## config.mk

```make
export PLATFORM = sky130hd
export DESIGN_NAME = sppr_regs
export DESIGN_NICKNAME = d
export VERILOG_FILES = /design/src/design/sppr_pkg.sv /design/src/design/sppr_regs.sv
export SDC_FILE = /design/constraint.sdc
export NUM_CORES = 1
export LEC_CHECK = 0
export BUFFER_PORTS_ARGS = -buffer_cell sky130_fd_sc_hd__buf_4
export CORE_UTILIZATION = 52
export DETAILED_ROUTE_END_ITERATION = 8
export PLACE_DENSITY = 0.82
export SLEW_MARGIN = 20
export SYNTH_ARGS = -nofsm -noshare
export SYNTH_HDL_FRONTEND = slang
export SYNTH_SLANG_ARGS = --single-unit
```

## constraint.sdc

```tcl
create_clock -name clk_in -period 2.1 [get_ports clk_in]
set_input_delay 0 -clock clk_in [delete_from_list [all_inputs] [get_ports clk_in]]
set_output_delay 0 -clock clk_in [all_outputs]
set_load 0.005 [all_outputs]
```

## src/design/sppr_pkg.sv

```systemverilog
package sppr_pkg;

  localparam int unsigned SPPR_ADDR_W = 15;

  // byte register offsets
  localparam logic [14:0] SPPR_PHASE_LOW_ADDR = 15'h0021;
  localparam logic [14:0] SPPR_PHASE_MID_ADDR = 15'h0022;
  localparam logic [14:0] SPPR_PHASE_HIGH_ADDR = 15'h0023;
  localparam logic [14:0] SPPR_RETIME_DIV_ADDR = 15'h0024;
  localparam logic [14:0] SPPR_WAIT_LOW_ADDR = 15'h0025;
  localparam logic [14:0] SPPR_WAIT_HIGH_ADDR = 15'h0026;
  localparam logic [14:0] SPPR_RSVD_A_ADDR = 15'h0027;
  localparam logic [14:0] SPPR_MOD_DITHER_ADDR = 15'h0028;
  localparam logic [14:0] SPPR_AMPLITUDE_ADDR = 15'h0029;
  localparam logic [14:0] SPPR_AUX_PD_ADDR = 15'h002a;
  localparam logic [14:0] SPPR_MAIN_PD_ADDR = 15'h002b;
  localparam logic [14:0] SPPR_LOCK_CFG_ADDR = 15'h002c;

  // reset values
  localparam logic [7:0] SPPR_ZERO_RESET = 8'h00;
  localparam logic [7:0] SPPR_AUX_PD_RESET = 8'h04;
  localparam logic [7:0] SPPR_MAIN_PD_RESET = 8'h83;

  // retime / divider register fields
  localparam int unsigned SPPR_RETIME_EDGE_BIT = 7;
  localparam int unsigned SPPR_POLARITY_LSB = 5;
  localparam int unsigned SPPR_DIV_SOURCE_BIT = 4;
  localparam int unsigned SPPR_FB_DIV_LSB = 2;
  localparam int unsigned SPPR_SHARED_DIV_LSB = 0;

  // modulator register fields
  localparam int unsigned SPPR_RESYNC_SRC_BIT = 7;
  localparam int unsigned SPPR_LSB_PLUS_ONE_ENABLE_BIT = 6;
  localparam int unsigned SPPR_AUX_MOD_BIT = 5;
  localparam int unsigned SPPR_DITHER_POS_LSB = 2;
  localparam int unsigned SPPR_DITHER2_BIT = 1;
  localparam int unsigned SPPR_DITHER1_BIT = 0;

  // amplitude register fields
  localparam int unsigned SPPR_AMP_B_LSB = 4;
  localparam int unsigned SPPR_AMP_A_LSB = 0;

  // aux power-down fields
  localparam int unsigned SPPR_SYNC_POWER_DOWN_BIT = 4;
  localparam int unsigned SPPR_PD_REF_DET_BIT = 2;
  localparam int unsigned SPPR_TEMP_ADC_POWER_DOWN_BIT = 1;

  // main power-down fields
  localparam int unsigned SPPR_PD_GLOBAL_BIT = 7;
  localparam int unsigned SPPR_PD_REF_DIV_BIT = 6;
  localparam int unsigned SPPR_PD_FB_DIV_BIT = 5;
  localparam int unsigned SPPR_PD_OSC_BIT = 4;
  localparam int unsigned SPPR_PD_LOCK_BIT = 3;
  localparam int unsigned SPPR_PD_PFD_BIT = 2;
  localparam int unsigned SPPR_PD_OUT_A_BIT = 1;
  localparam int unsigned SPPR_PD_OUT_B_BIT = 0;

  // lock detector fields
  localparam int unsigned SPPR_LOCK_WIN_LSB = 5;
  localparam int unsigned SPPR_LOCK_COUNT_LSB = 0;

  typedef enum logic [1:0] {
    SPPR_POL_NEVER = 2'b00,
    SPPR_POL_ALWAYS = 2'b01,
    SPPR_POL_DUTY_HIGH = 2'b10,
    SPPR_POL_DUTY_LOW = 2'b11
  } sppr_polarity_t;

  typedef enum logic [0:0] {
    SPPR_RS_IDLE = 1'b0,
    SPPR_RS_WAIT = 1'b1
  } sppr_resync_state_t;

  typedef struct packed {
    logic global_pd;
    logic ref_div_pd;
    logic fb_div_pd;
    logic osc_pd;
    logic lock_det_pd;
    logic pfd_pd;
    logic out_a_pd;
    logic out_b_pd;
    logic sync_pd;
    logic ref_det_pd;
    logic temp_adc_pd;
  } sppr_pd_t;

  typedef struct packed {
    logic retime_edge_select;
    sppr_polarity_t ref_polarity_select;
    logic [1:0] ref_clock_div_code;
    logic [1:0] fb_clock_div_code;
    logic resync_reset_source;
  } sppr_sync_t;

  typedef struct packed {
    logic lsb_plus_one_enable;
    logic aux_modulator_enable;
    logic [2:0] first_dither_lsb_position;
    logic second_accum_dither_enable;
    logic first_accum_dither_enable;
    logic [3:0] out_b_amplitude;
    logic [3:0] out_a_amplitude;
  } sppr_mod_t;

endpackage : sppr_pkg

```

## src/design/sppr_regs.sv

```systemverilog
`timescale 1ns/100ps
`default_nettype none
module sppr_regs
  import sppr_pkg::*;
(
  // clock and reset
  input wire logic clk_in,
  input wire logic reset_in,
  // register port
  input wire logic [SPPR_ADDR_W-1:0] reg_addr_in,
  input wire logic reg_wr_in,
  input wire logic [7:0] reg_wdata_in,
  input wire logic reg_rd_in,
  output logic [7:0] reg_rdata_out,
  // enables held in neighbouring registers
  input wire logic resync_mode_enable_in,
  input wire logic lock_window_enable_in,
  // resync timing
  input wire logic cal_sync_done_in,
  output logic resync_apply_out,
  // lock detection
  input wire logic pfd_tick_in,
  input wire logic phase_coincident_in,
  output logic lock_out,
  output logic [2:0] lock_window_width_out,
  // decoded configuration
  output logic [23:0] phase_word_out,
  output sppr_sync_t sync_cfg_out,
  output sppr_mod_t mod_cfg_out,
  output sppr_pd_t power_down_out
);

  ////////////////////////////////////////////////////////////////////////////
  // register bank
  logic [7:0] ph_low_reg, ph_mid_reg, ph_high_reg, retime_reg, wait_low_reg;
  logic [7:0] wait_high_reg, rsvd_a_reg, mod_reg, amp_reg, aux_pd_reg;
  logic [7:0] main_pd_reg, lock_cfg_reg, rdata_reg;
  logic [7:0] ph_low_next, ph_mid_next, ph_high_next, retime_next, wait_low_next;
  logic [7:0] wait_high_next, rsvd_a_next, mod_next, amp_next, aux_pd_next;
  logic [7:0] main_pd_next, lock_cfg_next, rdata_next;

  always_comb begin
    ph_low_next = ph_low_reg;
    ph_mid_next = ph_mid_reg;
    ph_high_next = ph_high_reg;
    retime_next = retime_reg;
    wait_low_next = wait_low_reg;
    wait_high_next = wait_high_reg;
    rsvd_a_next = rsvd_a_reg;
    mod_next = mod_reg;
    amp_next = amp_reg;
    aux_pd_next = aux_pd_reg;
    main_pd_next = main_pd_reg;
    lock_cfg_next = lock_cfg_reg;
    rdata_next = rdata_reg;
    if (reg_wr_in) begin
      unique case (reg_addr_in)
        SPPR_PHASE_LOW_ADDR: ph_low_next = reg_wdata_in;
        SPPR_PHASE_MID_ADDR: ph_mid_next = reg_wdata_in;
        SPPR_PHASE_HIGH_ADDR: ph_high_next = reg_wdata_in;
        SPPR_RETIME_DIV_ADDR: retime_next = reg_wdata_in;
        SPPR_WAIT_LOW_ADDR: wait_low_next = reg_wdata_in;
        SPPR_WAIT_HIGH_ADDR: wait_high_next = reg_wdata_in;
        SPPR_RSVD_A_ADDR: rsvd_a_next = reg_wdata_in;
        SPPR_MOD_DITHER_ADDR: mod_next = reg_wdata_in;
        SPPR_AMPLITUDE_ADDR: amp_next = reg_wdata_in;
        SPPR_AUX_PD_ADDR: aux_pd_next = reg_wdata_in;
        SPPR_MAIN_PD_ADDR: main_pd_next = reg_wdata_in;
        SPPR_LOCK_CFG_ADDR: lock_cfg_next = reg_wdata_in;
        default: ;
      endcase
    end
    // readback, old value if written same cycle
    if (reg_rd_in) begin
      unique case (reg_addr_in)
        SPPR_PHASE_LOW_ADDR: rdata_next = ph_low_reg;
        SPPR_PHASE_MID_ADDR: rdata_next = ph_mid_reg;
        SPPR_PHASE_HIGH_ADDR: rdata_next = ph_high_reg;
        SPPR_RETIME_DIV_ADDR: rdata_next = retime_reg;
        SPPR_WAIT_LOW_ADDR: rdata_next = wait_low_reg;
        SPPR_WAIT_HIGH_ADDR: rdata_next = wait_high_reg;
        SPPR_RSVD_A_ADDR: rdata_next = rsvd_a_reg;
        SPPR_MOD_DITHER_ADDR: rdata_next = mod_reg;
        SPPR_AMPLITUDE_ADDR: rdata_next = amp_reg;
        SPPR_AUX_PD_ADDR: rdata_next = aux_pd_reg;
        SPPR_MAIN_PD_ADDR: rdata_next = main_pd_reg;
        SPPR_LOCK_CFG_ADDR: rdata_next = lock_cfg_reg;
        default: rdata_next = SPPR_ZERO_RESET;
      endcase
    end
  end

  always_ff @(posedge clk_in) begin
    if (reset_in) begin
      ph_low_reg <= SPPR_ZERO_RESET;
      ph_mid_reg <= SPPR_ZERO_RESET;
      ph_high_reg <= SPPR_ZERO_RESET;
      retime_reg <= SPPR_ZERO_RESET;
      wait_low_reg <= SPPR_ZERO_RESET;
      wait_high_reg <= SPPR_ZERO_RESET;
      rsvd_a_reg <= SPPR_ZERO_RESET;
      mod_reg <= SPPR_ZERO_RESET;
      amp_reg <= SPPR_ZERO_RESET;
      aux_pd_reg <= SPPR_AUX_PD_RESET;
      main_pd_reg <= SPPR_MAIN_PD_RESET;
      lock_cfg_reg <= SPPR_ZERO_RESET;
      rdata_reg <= SPPR_ZERO_RESET;
    end else begin
      ph_low_reg <= ph_low_next;
      ph_mid_reg <= ph_mid_next;
      ph_high_reg <= ph_high_next;
      retime_reg <= retime_next;
      wait_low_reg <= wait_low_next;
      wait_high_reg <= wait_high_next;
      rsvd_a_reg <= rsvd_a_next;
      mod_reg <= mod_next;
      amp_reg <= amp_next;
      aux_pd_reg <= aux_pd_next;
      main_pd_reg <= main_pd_next;
      lock_cfg_reg <= lock_cfg_next;
      rdata_reg <= rdata_next;
    end
  end

  assign reg_rdata_out = rdata_reg;

  ////////////////////////////////////////////////////////////////////////////
  // decoded configuration, one flop behind the bank
  logic [23:0] phase_word_reg, phase_word_next;
  sppr_sync_t sync_reg, sync_next;
  sppr_mod_t mod_cfg_reg, mod_cfg_next;
  sppr_pd_t pd_reg, pd_next;
  logic [2:0] win_reg, win_next;

  always_comb begin
    phase_word_next = {ph_high_reg, ph_mid_reg, ph_low_reg};
    sync_next.retime_edge_select = retime_reg[SPPR_RETIME_EDGE_BIT];
    sync_next.ref_polarity_select = sppr_polarity_t'(retime_reg[SPPR_POLARITY_LSB +: 2]);
    sync_next.ref_clock_div_code = retime_reg[SPPR_SHARED_DIV_LSB +: 2];
    sync_next.fb_clock_div_code = retime_reg[SPPR_DIV_SOURCE_BIT] ?
        retime_reg[SPPR_FB_DIV_LSB +: 2] : retime_reg[SPPR_SHARED_DIV_LSB +: 2];
    sync_next.resync_reset_source = mod_reg[SPPR_RESYNC_SRC_BIT];
    mod_cfg_next.lsb_plus_one_enable = mod_reg[SPPR_LSB_PLUS_ONE_ENABLE_BIT];
    mod_cfg_next.aux_modulator_enable = mod_reg[SPPR_AUX_MOD_BIT];
    mod_cfg_next.first_dither_lsb_position = mod_reg[SPPR_DITHER_POS_LSB +: 3];
    mod_cfg_next.second_accum_dither_enable = mod_reg[SPPR_DITHER2_BIT];
    mod_cfg_next.first_accum_dither_enable = mod_reg[SPPR_DITHER1_BIT];
    mod_cfg_next.out_b_amplitude = amp_reg[SPPR_AMP_B_LSB +: 4];
    mod_cfg_next.out_a_amplitude = amp_reg[SPPR_AMP_A_LSB +: 4];
    pd_next.global_pd = main_pd_reg[SPPR_PD_GLOBAL_BIT];
    pd_next.ref_div_pd = main_pd_reg[SPPR_PD_REF_DIV_BIT];
    pd_next.fb_div_pd = main_pd_reg[SPPR_PD_FB_DIV_BIT];
    pd_next.osc_pd = main_pd_reg[SPPR_PD_OSC_BIT];
    pd_next.lock_det_pd = main_pd_reg[SPPR_PD_LOCK_BIT];
    pd_next.pfd_pd = main_pd_reg[SPPR_PD_PFD_BIT];
    pd_next.out_a_pd = main_pd_reg[SPPR_PD_OUT_A_BIT];
    pd_next.out_b_pd = main_pd_reg[SPPR_PD_OUT_B_BIT];
    pd_next.sync_pd = aux_pd_reg[SPPR_SYNC_POWER_DOWN_BIT];
    pd_next.ref_det_pd = aux_pd_reg[SPPR_PD_REF_DET_BIT];
    pd_next.temp_adc_pd = aux_pd_reg[SPPR_TEMP_ADC_POWER_DOWN_BIT];
    win_next = lock_window_enable_in ? lock_cfg_reg[SPPR_LOCK_WIN_LSB +: 3] : 3'h0;
  end

  always_ff @(posedge clk_in) begin
    if (reset_in) begin
      phase_word_reg <= '0;
      sync_reg <= '0;
      mod_cfg_reg <= '0;
      pd_reg <= '0;
      win_reg <= '0;
    end else begin
      phase_word_reg <= phase_word_next;
      sync_reg <= sync_next;
      mod_cfg_reg <= mod_cfg_next;
      pd_reg <= pd_next;
      win_reg <= win_next;
    end
  end

  assign phase_word_out = phase_word_reg;
  assign sync_cfg_out = sync_reg;
  assign mod_cfg_out = mod_cfg_reg;
  assign power_down_out = pd_reg;
  assign lock_window_width_out = win_reg;

  ////////////////////////////////////////////////////////////////////////////
  // resync wait timer
  sppr_resync_state_t rs_state_reg, rs_state_next;
  logic [15:0] rs_cnt_reg, rs_cnt_next;
  logic apply_reg, apply_next;

  always_comb begin
    rs_state_next = rs_state_reg;
    rs_cnt_next = rs_cnt_reg;
    apply_next = 1'b0;
    unique case (rs_state_reg)
      SPPR_RS_IDLE: begin
        if (cal_sync_done_in && resync_mode_enable_in) begin
          rs_state_next = SPPR_RS_WAIT;
          rs_cnt_next = {wait_high_reg, wait_low_reg};
        end
      end
      SPPR_RS_WAIT: begin
        if (rs_cnt_reg == 16'h0000) begin
          rs_state_next = SPPR_RS_IDLE;
          apply_next = 1'b1;
        end else begin
          rs_cnt_next = rs_cnt_reg - 16'h0001;
        end
      end
    endcase
  end

  always_ff @(posedge clk_in) begin
    if (reset_in) begin
      rs_state_reg <= SPPR_RS_IDLE;
      rs_cnt_reg <= '0;
      apply_reg <= 1'b0;
    end else begin
      rs_state_reg <= rs_state_next;
      rs_cnt_reg <= rs_cnt_next;
      apply_reg <= apply_next;
    end
  end

  assign resync_apply_out = apply_reg;

  ////////////////////////////////////////////////////////////////////////////
  // lock qualification; held unlocked while detector or device is down
  logic [5:0] lk_cnt_reg, lk_cnt_next;
  logic lock_reg, lock_next;
  logic [5:0] lk_target;

  always_comb begin
    lk_target = {1'b0, lock_cfg_reg[SPPR_LOCK_COUNT_LSB +: 5]};
    lk_cnt_next = lk_cnt_reg;
    lock_next = lock_reg;
    if (main_pd_reg[SPPR_PD_LOCK_BIT] || main_pd_reg[SPPR_PD_GLOBAL_BIT]) begin
      lk_cnt_next = 6'h00;
      lock_next = 1'b0;
    end else if (pfd_tick_in) begin
      if (phase_coincident_in) begin
        if (lk_cnt_reg != 6'h20) begin
          lk_cnt_next = lk_cnt_reg + 6'h01;
        end
        lock_next = lock_reg || (lk_cnt_reg + 6'h01 >= lk_target);
      end else begin
        lk_cnt_next = 6'h00;
        lock_next = 1'b0;
      end
    end
  end

  always_ff @(posedge clk_in) begin
    if (reset_in) begin
      lk_cnt_reg <= '0;
      lock_reg <= 1'b0;
    end else begin
      lk_cnt_reg <= lk_cnt_next;
      lock_reg <= lock_next;
    end
  end

  assign lock_out = lock_reg;

  ////////////////////////////////////////////////////////////////////////////
  // checks
  property p_phase_high;
    @(posedge clk_in) disable iff (reset_in)
      reg_wr_in && reg_addr_in == SPPR_PHASE_HIGH_ADDR |=> ##1 phase_word_out[23:16] == $past(reg_wdata_in, 2);
  endproperty
  a_phase_high: assert property (p_phase_high) else $error("phase top byte wrong");

  property p_retime;
    @(posedge clk_in) disable iff (reset_in)
      ##1 sync_cfg_out.retime_edge_select == $past(retime_reg[SPPR_RETIME_EDGE_BIT]);
  endproperty
  a_retime: assert property (p_retime) else $error("retime edge mismatch");

  property p_fb_div;
    @(posedge clk_in) disable iff (reset_in)
      $past(retime_reg[SPPR_DIV_SOURCE_BIT]) |-> sync_cfg_out.fb_clock_div_code == $past(retime_reg[3:2]);
  endproperty
  a_fb_div: assert property (p_fb_div) else $error("dedicated divider not used");

  property p_shared_div;
    @(posedge clk_in) disable iff (reset_in)
      !$past(retime_reg[SPPR_DIV_SOURCE_BIT]) |-> sync_cfg_out.fb_clock_div_code == sync_cfg_out.ref_clock_div_code;
  endproperty
  a_shared_div: assert property (p_shared_div) else $error("shared divider not used");

  property p_resync_apply;
    @(posedge clk_in) disable iff (reset_in)
      rs_state_reg == SPPR_RS_IDLE && cal_sync_done_in && resync_mode_enable_in && wait_low_reg == 8'h02 &&
      wait_high_reg == 8'h00 && !reg_wr_in |=> !resync_apply_out [*3] ##1 resync_apply_out;
  endproperty
  a_resync_apply: assert property (p_resync_apply) else $error("resync wait wrong");

  property p_resync_gate;
    @(posedge clk_in) disable iff (reset_in)
      rs_state_reg == SPPR_RS_IDLE && !resync_mode_enable_in |=> rs_state_reg == SPPR_RS_IDLE;
  endproperty
  a_resync_gate: assert property (p_resync_gate) else $error("resync ran while disabled");

  property p_pd_reset;
    @(posedge clk_in) $fell(reset_in) |-> aux_pd_reg == SPPR_AUX_PD_RESET && main_pd_reg == SPPR_MAIN_PD_RESET;
  endproperty
  a_pd_reset: assert property (p_pd_reset) else $error("power-down reset value wrong");

  property p_lock;
    @(posedge clk_in) disable iff (reset_in)
      $rose(lock_out) |-> $past(pfd_tick_in && phase_coincident_in) && $past(lk_cnt_reg) + 6'h01 >= $past(lk_target);
  endproperty
  a_lock: assert property (p_lock) else $error("lock rose early");

  property p_window;
    @(posedge clk_in) disable iff (reset_in)
      !lock_window_enable_in |=> lock_window_width_out == 3'h0;
  endproperty
  a_window: assert property (p_window) else $error("window width while disabled");

  property p_readback;
    @(posedge clk_in) disable iff (reset_in)
      reg_wr_in && reg_addr_in == SPPR_AMPLITUDE_ADDR ##1 reg_rd_in && reg_addr_in == SPPR_AMPLITUDE_ADDR && !reg_wr_in
      |=> reg_rdata_out == $past(reg_wdata_in, 2);
  endproperty
  a_readback: assert property (p_readback) else $error("readback mismatch");

endmodule : sppr_regs
`default_nettype wire

```

=== Yosys cells after proc, flatten, opt, wreduce, memory -nomap -nowiden ===
Index checks and enable logic that the tools add are counted.

* Register bits: 190
* Input port bits: 32
* Output and inout port bits: 71
* Word-level logic and storage cells: 97

* Eq/ne operators: 16
* Add/sub/neg operators: 2
* Bitwise gates (word level): 2
* Reduce and logical (&&, ||, !) cells: 21
* $lt $le $gt $ge: 1
* Muxes and demuxes: 12

{| class="wikitable"
|+ Operator list
! operator !! count
|-
| equality test 15 x 6 -> 1 bit (second input constant) || 12
|-
| case mux 8 bit (12 select lines) || 1
|-
| 2-to-1 mux 16 bit || 2
|-
| case mux 16 bit (2 select lines) || 1
|-
| AND reduction 2 bit || 14
|-
| logical NOT 16 bit || 1
|-
| subtractor 16 x 1 -> 16 bit (second input constant) || 1
|-
| 2-to-1 mux 6 bit || 2
|-
| adder 6 x 1 -> 6 bit (second input constant) || 1
|-
| greater-or-equal comparator 6 x 5 -> 1 bit || 1
|-
| != test 6 bit (second input constant) || 1
|-
| OR reduction 2 bit || 3
|-
| 2-to-1 mux 1 bit || 4
|-
| != test 2 bit (second input constant) || 2
|-
| logical OR 1 bit || 2
|-
| 2-to-1 mux 2 bit || 1
|-
| != test 2 x 1 -> 1 bit (second input constant) || 1
|-
| NOT 1 bit || 2
|-
| case mux 1 bit (2 select lines) || 1
|-
| logical AND 1 bit || 1
|}

=== Depth between registers and ports, before layout ===
Gate-level depths: netlist of run 1.

* Word-level depth: 4
* Gate-level depth with buffers: 9
* Mapped depth without buffers: 8

=== Worst setup path before layout of run 1 ===
No wires, ideal clock.

* Kind: register to register
* From: register rs_cnt_reg[0]
* To: register rs_cnt_reg[10]
* Path slack: 80 ps
* Cell stages (with the launch flop): 9
* Library setup time: 70 ps
* Path buffers: 0
* Data required time: 2,030 ps
* Data arrival time: 1,950 ps
* Clock period less this slack: 2,020 ps
* Cell sequence: dfxtp_1 > inv_1 > ha_1 > or3b_2 > nor4_4 > and2_1 > mux2i_1 > or2_2 > a21oi_1

* Word-level cells in the longest chain between the ends: 3
* Elaborated cells between the ends (all ways): 6
* Those cells by class: add/sub: 1; eq/ne: 1; mux: 2; reduce/logical: 2

{| class="wikitable"
|+ Ends and longest elaborated chain
! element !! RTL line !! text
|-
| start: declaration || sppr_regs.sv:189 || <nowiki>logic [15:0] rs_cnt_reg, rs_cnt_next;</nowiki>
|-
| start signal: assignment || sppr_regs.sv:221 || <nowiki>rs_cnt_reg <= rs_cnt_next;</nowiki>
|-
| subtractor 16 x 1 -> 16 bit or logical NOT 16 bit (tied branches) || sppr_regs.sv:208, sppr_regs.sv:204 ||
|-
| 2-to-1 mux 16 bit or != test 2 bit (tied branches) || n/a ||
|-
| case mux 16 bit (2 select lines) or AND reduction 2 bit (tied branches) || n/a ||
|}

Several ways; a longest one is shown, not always the timed one. The select of a mux whose other input is x is not followed.
A chain may end at the register's enable or synchronous reset.

=== Final worst setup path of run 1 ===
* From: register rs_cnt_reg[11]
* To: register rs_cnt_reg[0]

* Word-level cells in the longest chain between the ends: 3

{| class="wikitable"
|+ Ends and longest elaborated chain
! element !! RTL line !! text
|-
| logical NOT 16 bit || sppr_regs.sv:204 || <nowiki>if (rs_cnt_reg == 16'h0000) begin</nowiki>
|-
| != test 2 bit (no source line) || n/a ||
|-
| AND reduction 2 bit (no source line) || n/a ||
|}

No other way between the ends.

==> impl_metrics.env, run 1 <==
export IMPL_status="completed"
export IMPL_cts_buffers=17
export IMPL_worstMarginPinSlew_ns=0.7333
export IMPL_syn_area_mm2=0.007995
export IMPL_cp_slowest_cell="or4_4"
export IMPL_wl_mm=21.40
export IMPL_finalCritPeriodShare_pct=93.95
export IMPL_die_w_um=126.0
export IMPL_syn_num_nets=942
export IMPL_cts_root_buf="clkbuf_16"
export IMPL_holdWs_ns=0.09347
export IMPL_cts_htree_levels=4
export IMPL_drtPass1Iterations=5
export IMPL_p_per_area_mw_per_mm2=782.8
export IMPL_die_area_mm2=0.01587
export IMPL_die_y_um=126.0
export IMPL_cts_buffer_depth=2
export IMPL_ys_types=59
export IMPL_rows=44
export IMPL_p_leak_nw=3.729
export IMPL_grt_pass1_wl_mm=33.81
export IMPL_rsz0062_at_grt="false"
export IMPL_vias_per_cell=5.849
export IMPL_largest_reg_flops=24
export IMPL_path_cells="or4_4, nor3b_4, nand2_2, o21ai_4, buf_4, or3b_2, a31oi_1"
export IMPL_utilization_pct=66.10
export IMPL_final_min_clock_period_ns=1.973
export IMPL_netlist_instances=901
export IMPL_p_int_mw=5.707
export IMPL_arrival_ns=2.29
export IMPL_end_kind="flop"
export IMPL_cts_reportedPaths_clkPinSlew_ns=0.07
export IMPL_critPathKind="flop to flop"
export IMPL_drive_gt1_share_pct=19.41
export IMPL_final_common_cell="dfxtp_1"
export IMPL_antenna_found_initial=0
export IMPL_syn_to_final_growth_pct=21.99
export IMPL_overflow=0
export IMPL_async_flop_share_pct=0
export IMPL_synth_warning_count=0
export IMPL_port_buffers=102
export IMPL_swShare_pct=25.25
export IMPL_cts_tree="done"
export IMPL_dp_hpwl_mm=14.48
export IMPL_finalSetupTns_ns=0
export IMPL_mostFrequentLayoutCells="dfxtp_1, buf_4, nand2_1"
export IMPL_num_io_pins=103
export IMPL_hp_class="primary input to flop"
export IMPL_critPathLaunchType="flop"
export IMPL_crit_fanout=10
export IMPL_dp_worst_setup_slack_ns=0.02143
export IMPL_synth_avg_cell_area_um2=8.874
export IMPL_diodes=0
export IMPL_clock_sinks=190
export IMPL_finClkSkew_ns=0.01102
export IMPL_pwr_share_clk_pct=43.1
export IMPL_grt_usage_pct=27.30
export IMPL_max_stage_delay_ns=0.57
export IMPL_fmax_ghz=0.5069
export IMPL_start_util_pct=54.19
export IMPL_maxSlewViolCount=0
export IMPL_grt_start_max_net_pins=70
export IMPL_pwr_share_comb_pct=9.1
export IMPL_drc=0
export IMPL_grt_pass1_vias=6397
export IMPL_ant_nets=0
export IMPL_design_core_area_mm2=0.01475
export IMPL_place_gp_congestion=0.9162
export IMPL_synth_seq_area_share_pct=47.57
export IMPL_setup_ws_ns=0.1271
export IMPL_p_sw_mw=1.928
export IMPL_ir_drop_mv=0.5560
export IMPL_nNetsFinal=1048
export IMPL_place_area_mm2=0.009015
export IMPL_max_cap_violations=0
export IMPL_num_fill_cells=1214
export IMPL_seqPwrFrac_pct=47.8
export IMPL_cp_required_ns=2.42
export IMPL_synth_edf_count=0
export IMPL_slew_headroom_pct=51.11
export IMPL_final_cell_area_mm2=0.009753
export IMPL_clk_latency_ns=0.44
export IMPL_num_vias=7042
export IMPL_synth_ff_type="dfxtp_1"
export IMPL_wl_per_cell_um=17.78
export IMPL_drt_iter0_drc=756
export IMPL_synth_seq_cells=190
export IMPL_setup_viol=0
export IMPL_hold_viol=0
-- per-stage QoR --
stage / cells / power (mW)
floorplan: 901 / 4.161
global placement: 1159 / 4.363
detailed placement: 1159 / 4.373
CTS: 1204 / 7.642
global route: 1204 / 7.879
finish: 1204 / 7.635
-- logic make-up after synthesis --
logic type                 synth area share [%]
and+or+nand+nor                           21.88
buffers and inverters                     4.178
xor gates and xnor gates                 0.4383
DFF                                       47.57
AOI/OAI and AO/OA                         15.82
adders and majority gates                 1.408
muxes                                     8.701
-- Yosys cell counts (9+ instances only) --
cell type / n / area (um^2)
a21oi_1: 79 / 395.4
a22o_1: 9 / 78.83
a31oi_1: 9 / 56.30
buf_2: 9 / 45.04
clkbuf_1: 51 / 191.4
dfxtp_1: 190 / 3804
ha_1: 9 / 112.6
inv_1: 14 / 52.55
mux2i_1: 56 / 560.5
nand2_1: 84 / 315.3
nand2b_1: 18 / 112.6
nand3_1: 27 / 135.1
nor2_1: 69 / 259.0
nor2b_1: 76 / 475.5
nor3_1: 17 / 85.08
o21ai_0: 67 / 335.3
o32ai_1: 9 / 78.83
-- layer usage --
layer / part of all wire (%) / vias to the layer above / wire length (um) / GRT usage, %
li1: - / 3345 / - / -
met4: 3.0 / 0 / 643 / 11.48
met2: 45 / 359 / 9643 / 42.41
met5: 0 / - / 0 / 0
met1: 44 / 3284 / 9373 / 37.34
met3: 8.1 / 54 / 1742 / 4.970
-- power by group through the flow --
stage | Combinational, mW | Sequential, mW | Clock [mW]
final | 0.691 | 3.65 | 3.29
after global routing | 0.742 | 3.65 | 3.48
after CTS | 0.671 | 3.65 | 3.32
after detailed placement | 0.640 | 3.73 | 0
after global placement | 0.631 | 3.73 | 0
after floorplan | 0.432 | 3.73 | 0
-- critical path, delay by kind of cell (launching register included) --
kind | cells | cell delay (ns)
flip-flops | 1 | 0.36
AO/OA/AOI/OAI | 2 | 0.24
AND/OR/NAND/NOR | 4 | 1.07
buffers and inverters | 1 | 0.19
-- layout make-up --
type	instances	area, um^2	share of cell area (%)
Tap cell	184	230.2	2.360
Sequential cell	190	3804	39.00
Inverter	14	52.55	0.5388
Timing Repair Buffer	154	1205	12.35
Multi-Input combinational cell	630	3862	39.60
Clock inverter	14	170.2	1.745
Clock buffer	18	429.2	4.400
-- repair_timing --
action                     in CTS  in global routing
hold endpoints to repair       94                  0
buffers inserted                0                  0
gates resized for setup         1                  3
hold buffers                   13                  0
setup endpoints to repair       1                  5
-- final timing paths --
path                            depth (start not counted)  slack (ns)                   startpoint                       endpoint
worst max-delay path                                    7        0.13  rs_cnt_reg[11]$_SDFFE_PP0P_     rs_cnt_reg[0]$_SDFFE_PP0P_
worst min-delay path                                    4        0.09               reg_addr_in[0]  reg_rdata_out[1]$_SDFFE_PP0P_
worst max register to register                          7        0.13  rs_cnt_reg[11]$_SDFFE_PP0P_     rs_cnt_reg[0]$_SDFFE_PP0P_
worst min register to register                          2        0.48   rsvd_a_reg[1]$_SDFFE_PP0P_     rsvd_a_reg[1]$_SDFFE_PP0P_
Note: power is estimated with default switching activity, not from simulation.
==> inputs of run 2 (changes only) <==
==> constraint.sdc (replaced) <==
create_clock -name clk_in -period 2.1 [get_ports clk_in]
set_input_delay 0.105 -clock clk_in [delete_from_list [all_inputs] [get_ports clk_in]]
set_output_delay 0.105 -clock clk_in [all_outputs]
set_load 0.005 [all_outputs]
==> run 2 against run 1 <==
Effect of this change:
- flip-flop and latch count unchanged
- power down 0.40%
- clock skew down 0.0039 ns
- highest routed layer unchanged
- combinational power down 3.9%
- worst hold slack worse by 0.064 ns
- critical path depth unchanged
- die area unchanged
- final area down 1.4%
- clock power about the same
- via count down 1.2%
- critical endpoint unchanged
- largest power group unchanged
- sequential share of layout area up 0.56 points
- register-to-register slack about the same
==> impl_metrics.env, run 2 (synthesis gave the netlist of run 1 again) <==
export IMPL_rows=44
export IMPL_grt_pass1_wl_mm=33.42
export IMPL_num_io_pins=103
export IMPL_overflow=0
export IMPL_die_w_um=126.0
export IMPL_finClkSkew_ns=0.007152
export IMPL_final_cell_area_mm2=0.009614
export IMPL_hp_class="primary input to flop"
export IMPL_setup_viol=0
export IMPL_arrival_ns=2.29
export IMPL_syn_to_final_growth_pct=20.25
export IMPL_worst_path_buf_inv=1
export IMPL_end_kind="flop"
export IMPL_slew_headroom_pct=47.73
export IMPL_place_area_mm2=0.008997
export IMPL_vias_per_cell=5.859
export IMPL_place_gp_congestion=0.9905
export IMPL_die_y_um=126.0
export IMPL_cts_root_buf="clkbuf_16"
export IMPL_layout_area_seq_mm2=0.003804
export IMPL_max_stage_delay_ns=0.56
export IMPL_die_area_mm2=0.01587
export IMPL_drt_iter0_drc=775
export IMPL_drc=0
export IMPL_fmax_ghz=0.5080
export IMPL_wl_per_cell_um=17.68
export IMPL_antenna_found_initial=0
export IMPL_diodes=0
export IMPL_ir_drop_mv=0.5741
export IMPL_grt_pass1_vias=6344
export IMPL_grt_usage_pct=26.86
export IMPL_finalSetupTns_ns=0
export IMPL_num_fill_cells=1211
export IMPL_clk_latency_ns=0.43
export IMPL_p_per_area_mw_per_mm2=790.9
export IMPL_rsz0062_at_grt="false"
export IMPL_cp_slowest_cell="or4_4"
export IMPL_rrSetupSlack_ns=0.13
export IMPL_wl_mm=21.01
export IMPL_hold_viol=0
export IMPL_port_buffers=102
export IMPL_dp_hpwl_mm=14.42
export IMPL_cts_buffers=17
export IMPL_critPathKind="flop to flop"
export IMPL_max_cap_violations=0
export IMPL_post_cts_setup_buffer_count=0
export IMPL_holdWs_ns=0.02968
export IMPL_cts_reportedPaths_clkPinSlew_ns=0.07
export IMPL_drtPass1Iterations=6
export IMPL_status="completed"
export IMPL_cts_htree_levels=4
export IMPL_path_cells="or4_4, nor3b_4, nand2_2, o21ai_4, buf_4, or3b_2, a31oi_1"
export IMPL_start_util_pct=54.19
export IMPL_maxSlewViolCount=0
export IMPL_design_core_area_mm2=0.01475
export IMPL_num_vias=6961
export IMPL_largest_reg_flops=24
export IMPL_critPathLaunchType="flop"
export IMPL_finalCritPeriodShare_pct=93.74
export IMPL_cts_tree="done"
export IMPL_p_leak_nw=3.657
export IMPL_path_delay_family="simple AND/OR/NAND/NOR gates"
export IMPL_nNetsFinal=1032
export IMPL_final_min_clock_period_ns=1.968
export IMPL_worstMarginPinSlew_ns=0.7769
export IMPL_final_common_cell="dfxtp_1"
export IMPL_multi_input_area_mm2=0.003862
export IMPL_crit_fanout=18
export IMPL_mostFrequentLayoutCells="dfxtp_1, buf_4, nand2_1"
export IMPL_clock_sinks=190
export IMPL_ant_nets=0
export IMPL_drive_gt1_share_pct=19.22
export IMPL_cts_buffer_depth=2
export IMPL_cp_required_ns=2.42
export IMPL_dp_cells=1155
export IMPL_final_cells=1188
export IMPL_grt_start_max_net_pins=52
run 2: area by class of cell:
type                    instances  area share, %
inverters                      14         0.5466
multi-input cells             630          40.17
flip-flops and latches        190          39.56
clock buffers                  18          4.464
repair buffers                138          11.06
well taps                     184          2.395
clock inverters                14          1.796
run 2: worst paths after layout:
kind | depth (start not counted) | to | startpoint
setup reg to reg | 7 | rs_cnt_reg[0]$_SDFFE_PP0P_ | rs_cnt_reg[11]$_SDFFE_PP0P_
setup / recovery | 7 | rs_cnt_reg[0]$_SDFFE_PP0P_ | rs_cnt_reg[11]$_SDFFE_PP0P_
hold reg to reg | 2 | rsvd_a_reg[0]$_SDFFE_PP0P_ | rsvd_a_reg[0]$_SDFFE_PP0P_
hold / removal | 3 | ph_low_reg[6]$_SDFFE_PP0P_ | reg_wdata_in[6]
run 2: per-stage QoR:
step	total power, mW	util, %	setup WS [ns]
global route	7.845	65.16	0.003850
CTS	7.611	65.13	0.04824
detailed placement	4.370	60.98	0.06609
finish	7.604	65.16	0.1316
global placement	4.363	60.98	0.09537
floorplan	4.161	-	0.07979
run 2: where the power goes:
group | internal (mW) | switching, mW
logic | 0.260 | 0.405
clock network | 1.80 | 1.49
registers | 3.63 | 0.0226
total | 5.69 | 1.92
run 2: what timing repair did:
action                     in CTS  in global routing
hold endpoints to repair        2                  0
gates resized for setup         0                  2
setup endpoints to repair       0                  4
hold buffers                    1                  0
run 2: layer usage:
layer	up-vias	part of all wire, %	GRT usage [%]
met5	-	0	0
met4	0	3.2	11.98
met3	61	9.2	4.843
met2	372	45	41.92
met1	3220	43	36.34
li1	3308	-	-
run 2: tightest hold or removal path: cells and delay by family:
kind                   cells  cell delay (ns)
AO/OA/AOI/OAI              1             0.05
buffers and inverters      1             0.18
AND/OR/NAND/NOR            1             0.07
==> inputs of run 3 (changes only) <==
--- a/config.mk
+++ b/config.mk
@@ -7,7 +7,8 @@
 export LEC_CHECK = 0
 export BUFFER_PORTS_ARGS = -buffer_cell sky130_fd_sc_hd__buf_4
-export CORE_UTILIZATION = 52
+export CAP_MARGIN = 30
+export CORE_UTILIZATION = 50
 export DETAILED_ROUTE_END_ITERATION = 8
-export PLACE_DENSITY = 0.82
+export PLACE_DENSITY = 0.79
 export SLEW_MARGIN = 20
 export SYNTH_ARGS = -nofsm -noshare
==> constraint.sdc (replaced) <==
create_clock -name clk_in -period 2.1 [get_ports clk_in]
set_input_delay 0.21 -clock clk_in [delete_from_list [all_inputs] [get_ports clk_in]]
set_output_delay 0.21 -clock clk_in [all_outputs]
set_load 0.005 [all_outputs]
==> run 3 against run 2 <==
Effect of this change:
- worst hold slack gained 0.087 ns
- final cell count increased by 3.3%
- clock skew down 0.00083 ns
- largest cell class unchanged
- largest power group unchanged
==> impl_metrics.env, run 3 (synthesis gave the netlist of run 1 again) <==
export IMPL_num_fill_cells=1305
export IMPL_final_common_cell="dfxtp_1"
export IMPL_clk_latency_ns=0.44
export IMPL_drt_met1_wl_mm=9.512
export IMPL_p_total_mw=7.584
export IMPL_rows=45
export IMPL_wl_per_cell_um=17.53
export IMPL_final_cells=1227
export IMPL_cp_required_ns=2.42
export IMPL_final_cell_area_mm2=0.009774
export IMPL_fmax_ghz=0.5100
export IMPL_post_cts_setup_buffer_count=0
export IMPL_cts_reportedPaths_clkPinSlew_ns=0.07
export IMPL_hold_viol=0
export IMPL_ir_drop_mv=0.6254
export IMPL_largest_reg_flops=24
export IMPL_wl_mm=21.51
export IMPL_dr_wl_met3_mm=1.564
export IMPL_seqPwrFrac_pct=48.2
export IMPL_dp_hpwl_mm=14.72
export IMPL_vias_per_cell=5.599
export IMPL_num_vias=6870
export IMPL_place_gp_congestion=0.9146
export IMPL_die_w_um=128.5
export IMPL_p_sw_mw=1.832
export IMPL_end_kind="flop"
export IMPL_grt_start_max_net_pins=49
export IMPL_hp_class="primary input to flop"
export IMPL_swShare_pct=24.16
export IMPL_start_util_pct=51.82
export IMPL_max_cap_violations=0
export IMPL_rrSetupSlack_ns=0.14
export IMPL_nNetsFinal=1044
export IMPL_die_y_um=128.5
export IMPL_drc=0
export IMPL_grt_usage_pct=26.97
export IMPL_slew_headroom_pct=59.82
export IMPL_p_leak_nw=3.746
export IMPL_p_int_mw=5.752
export IMPL_cts_htree_levels=4
export IMPL_pwr_share_comb_pct=8.7
export IMPL_cts_root_buf="clkbuf_16"
export IMPL_cts_buffer_depth=2
export IMPL_mostFrequentLayoutCells="dfxtp_1, buf_4, nand2_1"
export IMPL_critPathLaunchType="flop"
export IMPL_setup_viol=0
export IMPL_place_area_mm2=0.009166
export IMPL_drt_iter0_drc=746
export IMPL_dp_cells=1195
export IMPL_finalSetupTns_ns=0
export IMPL_diodes=0
export IMPL_num_io_pins=103
export IMPL_port_buffers=102
export IMPL_finalCritPeriodShare_pct=93.38
export IMPL_cts_tree="done"
export IMPL_grt_pass1_vias=6319
export IMPL_final_min_clock_period_ns=1.961
export IMPL_die_area_mm2=0.01650
export IMPL_antenna_found_initial=0
export IMPL_cts_buffers=17
export IMPL_arrival_ns=2.28
export IMPL_highest_layer="met4"
export IMPL_overflow=0
export IMPL_ant_nets=0
export IMPL_rsz0062_at_grt="false"
export IMPL_hold_buffers=0
export IMPL_crit_fanout=33
export IMPL_pwr_share_clk_pct=43.1
export IMPL_critPathKind="flop to flop"
export IMPL_worstMarginPinSlew_ns=0.5972
export IMPL_drive_gt1_share_pct=20.28
export IMPL_design_core_area_mm2=0.01543
export IMPL_finClkSkew_ns=0.006327
export IMPL_status="completed"
export IMPL_drtPass1Iterations=5
export IMPL_p_per_area_mw_per_mm2=775.9
export IMPL_holdWs_ns=0.1166
export IMPL_clock_sinks=190
export IMPL_dr_wl_met2_mm=9.863
export IMPL_syn_to_final_growth_pct=22.25
export IMPL_grt_pass1_wl_mm=34.14
export IMPL_maxSlewViolCount=0
run 3: cell types whose count changed in the layout (fill, tap and decap cells not counted):
cell           before  now
clkinv_4            1    4
dlygate4sd3_1       1    0
clkinvlp_4          4    2
clkinv_2            0    1
clkbuf_8            0    3
inv_8               5    0
buf_12              2    5
buf_4             135  145
run 3: final cells by class:
type / instances / area [um^2] / share of cell area, %
multi-input combinational: 630 / 3862 / 39.52
sequential: 190 / 3804 / 38.91
timing repair buffer: 150 / 1189 / 12.16
clock buffer: 21 / 470.5 / 4.813
tap: 211 / 264.0 / 2.701
clock inverter: 11 / 132.6 / 1.357
inverter: 14 / 52.55 / 0.5376
run 3: critical path, stage by stage (launching register included):
cell and delay [ns]:
dfxtp_1 0.36, or4_4 0.57, nor3b_4 0.24, nand2_2 0.11, o21ai_4 0.15, buf_12 0.19, or3b_2 0.14, a31oi_1 0.07
run 3: worst paths after layout:
check,startpoint,endpoint,cells after the start
worst max register to register,rs_cnt_reg[11]$_SDFFE_PP0P_,rs_cnt_reg[0]$_SDFFE_PP0P_,7
worst max-delay path,rs_cnt_reg[11]$_SDFFE_PP0P_,rs_cnt_reg[0]$_SDFFE_PP0P_,7
worst min-delay path,reg_wdata_in[1],ph_high_reg[1]$_SDFFE_PP0P_,3
worst min register to register,rsvd_a_reg[3]$_SDFFE_PP0P_,rsvd_a_reg[3]$_SDFFE_PP0P_,2
run 3: timing repair:
| item | in CTS | in global routing |
|---|---|---|
| resized for setup | 1 | 1 |
| endpoints found under the setup margin | 1 | 4 |
| pin swaps | 0 | 0 |
| cloned | 0 | 0 |
run 3: metrics by stage:
| step | utilization (%) | setup WS (ns) |
|---|---|---|
| after floorplan | - | 0.07979 |
| after global placement | 59.42 | 0.08240 |
| after detailed placement | 59.42 | 0.01660 |
| after CTS | 63.34 | 0.03145 |
| after global routing | 63.36 | 0.02168 |
| final | 63.36 | 0.1390 |
run 3: power groups by stage:
stage	Sequential, mW	Clock (mW)	Combinational [mW]
2_1_floorplan	3.73	0	0.432
3_3_place_gp	3.73	0	0.630
3_5_place_dp	3.73	0	0.636
4_1_cts	3.65	3.28	0.650
5_1_grt	3.65	3.45	0.718
6_report	3.65	3.27	0.660
run 3: metal layers:
metal	up-vias	track usage, %
met3	45	5.156
li1	3324	-
met1	3238	36.53
met2	263	42.23
met4	0	11.14
met5	-	0
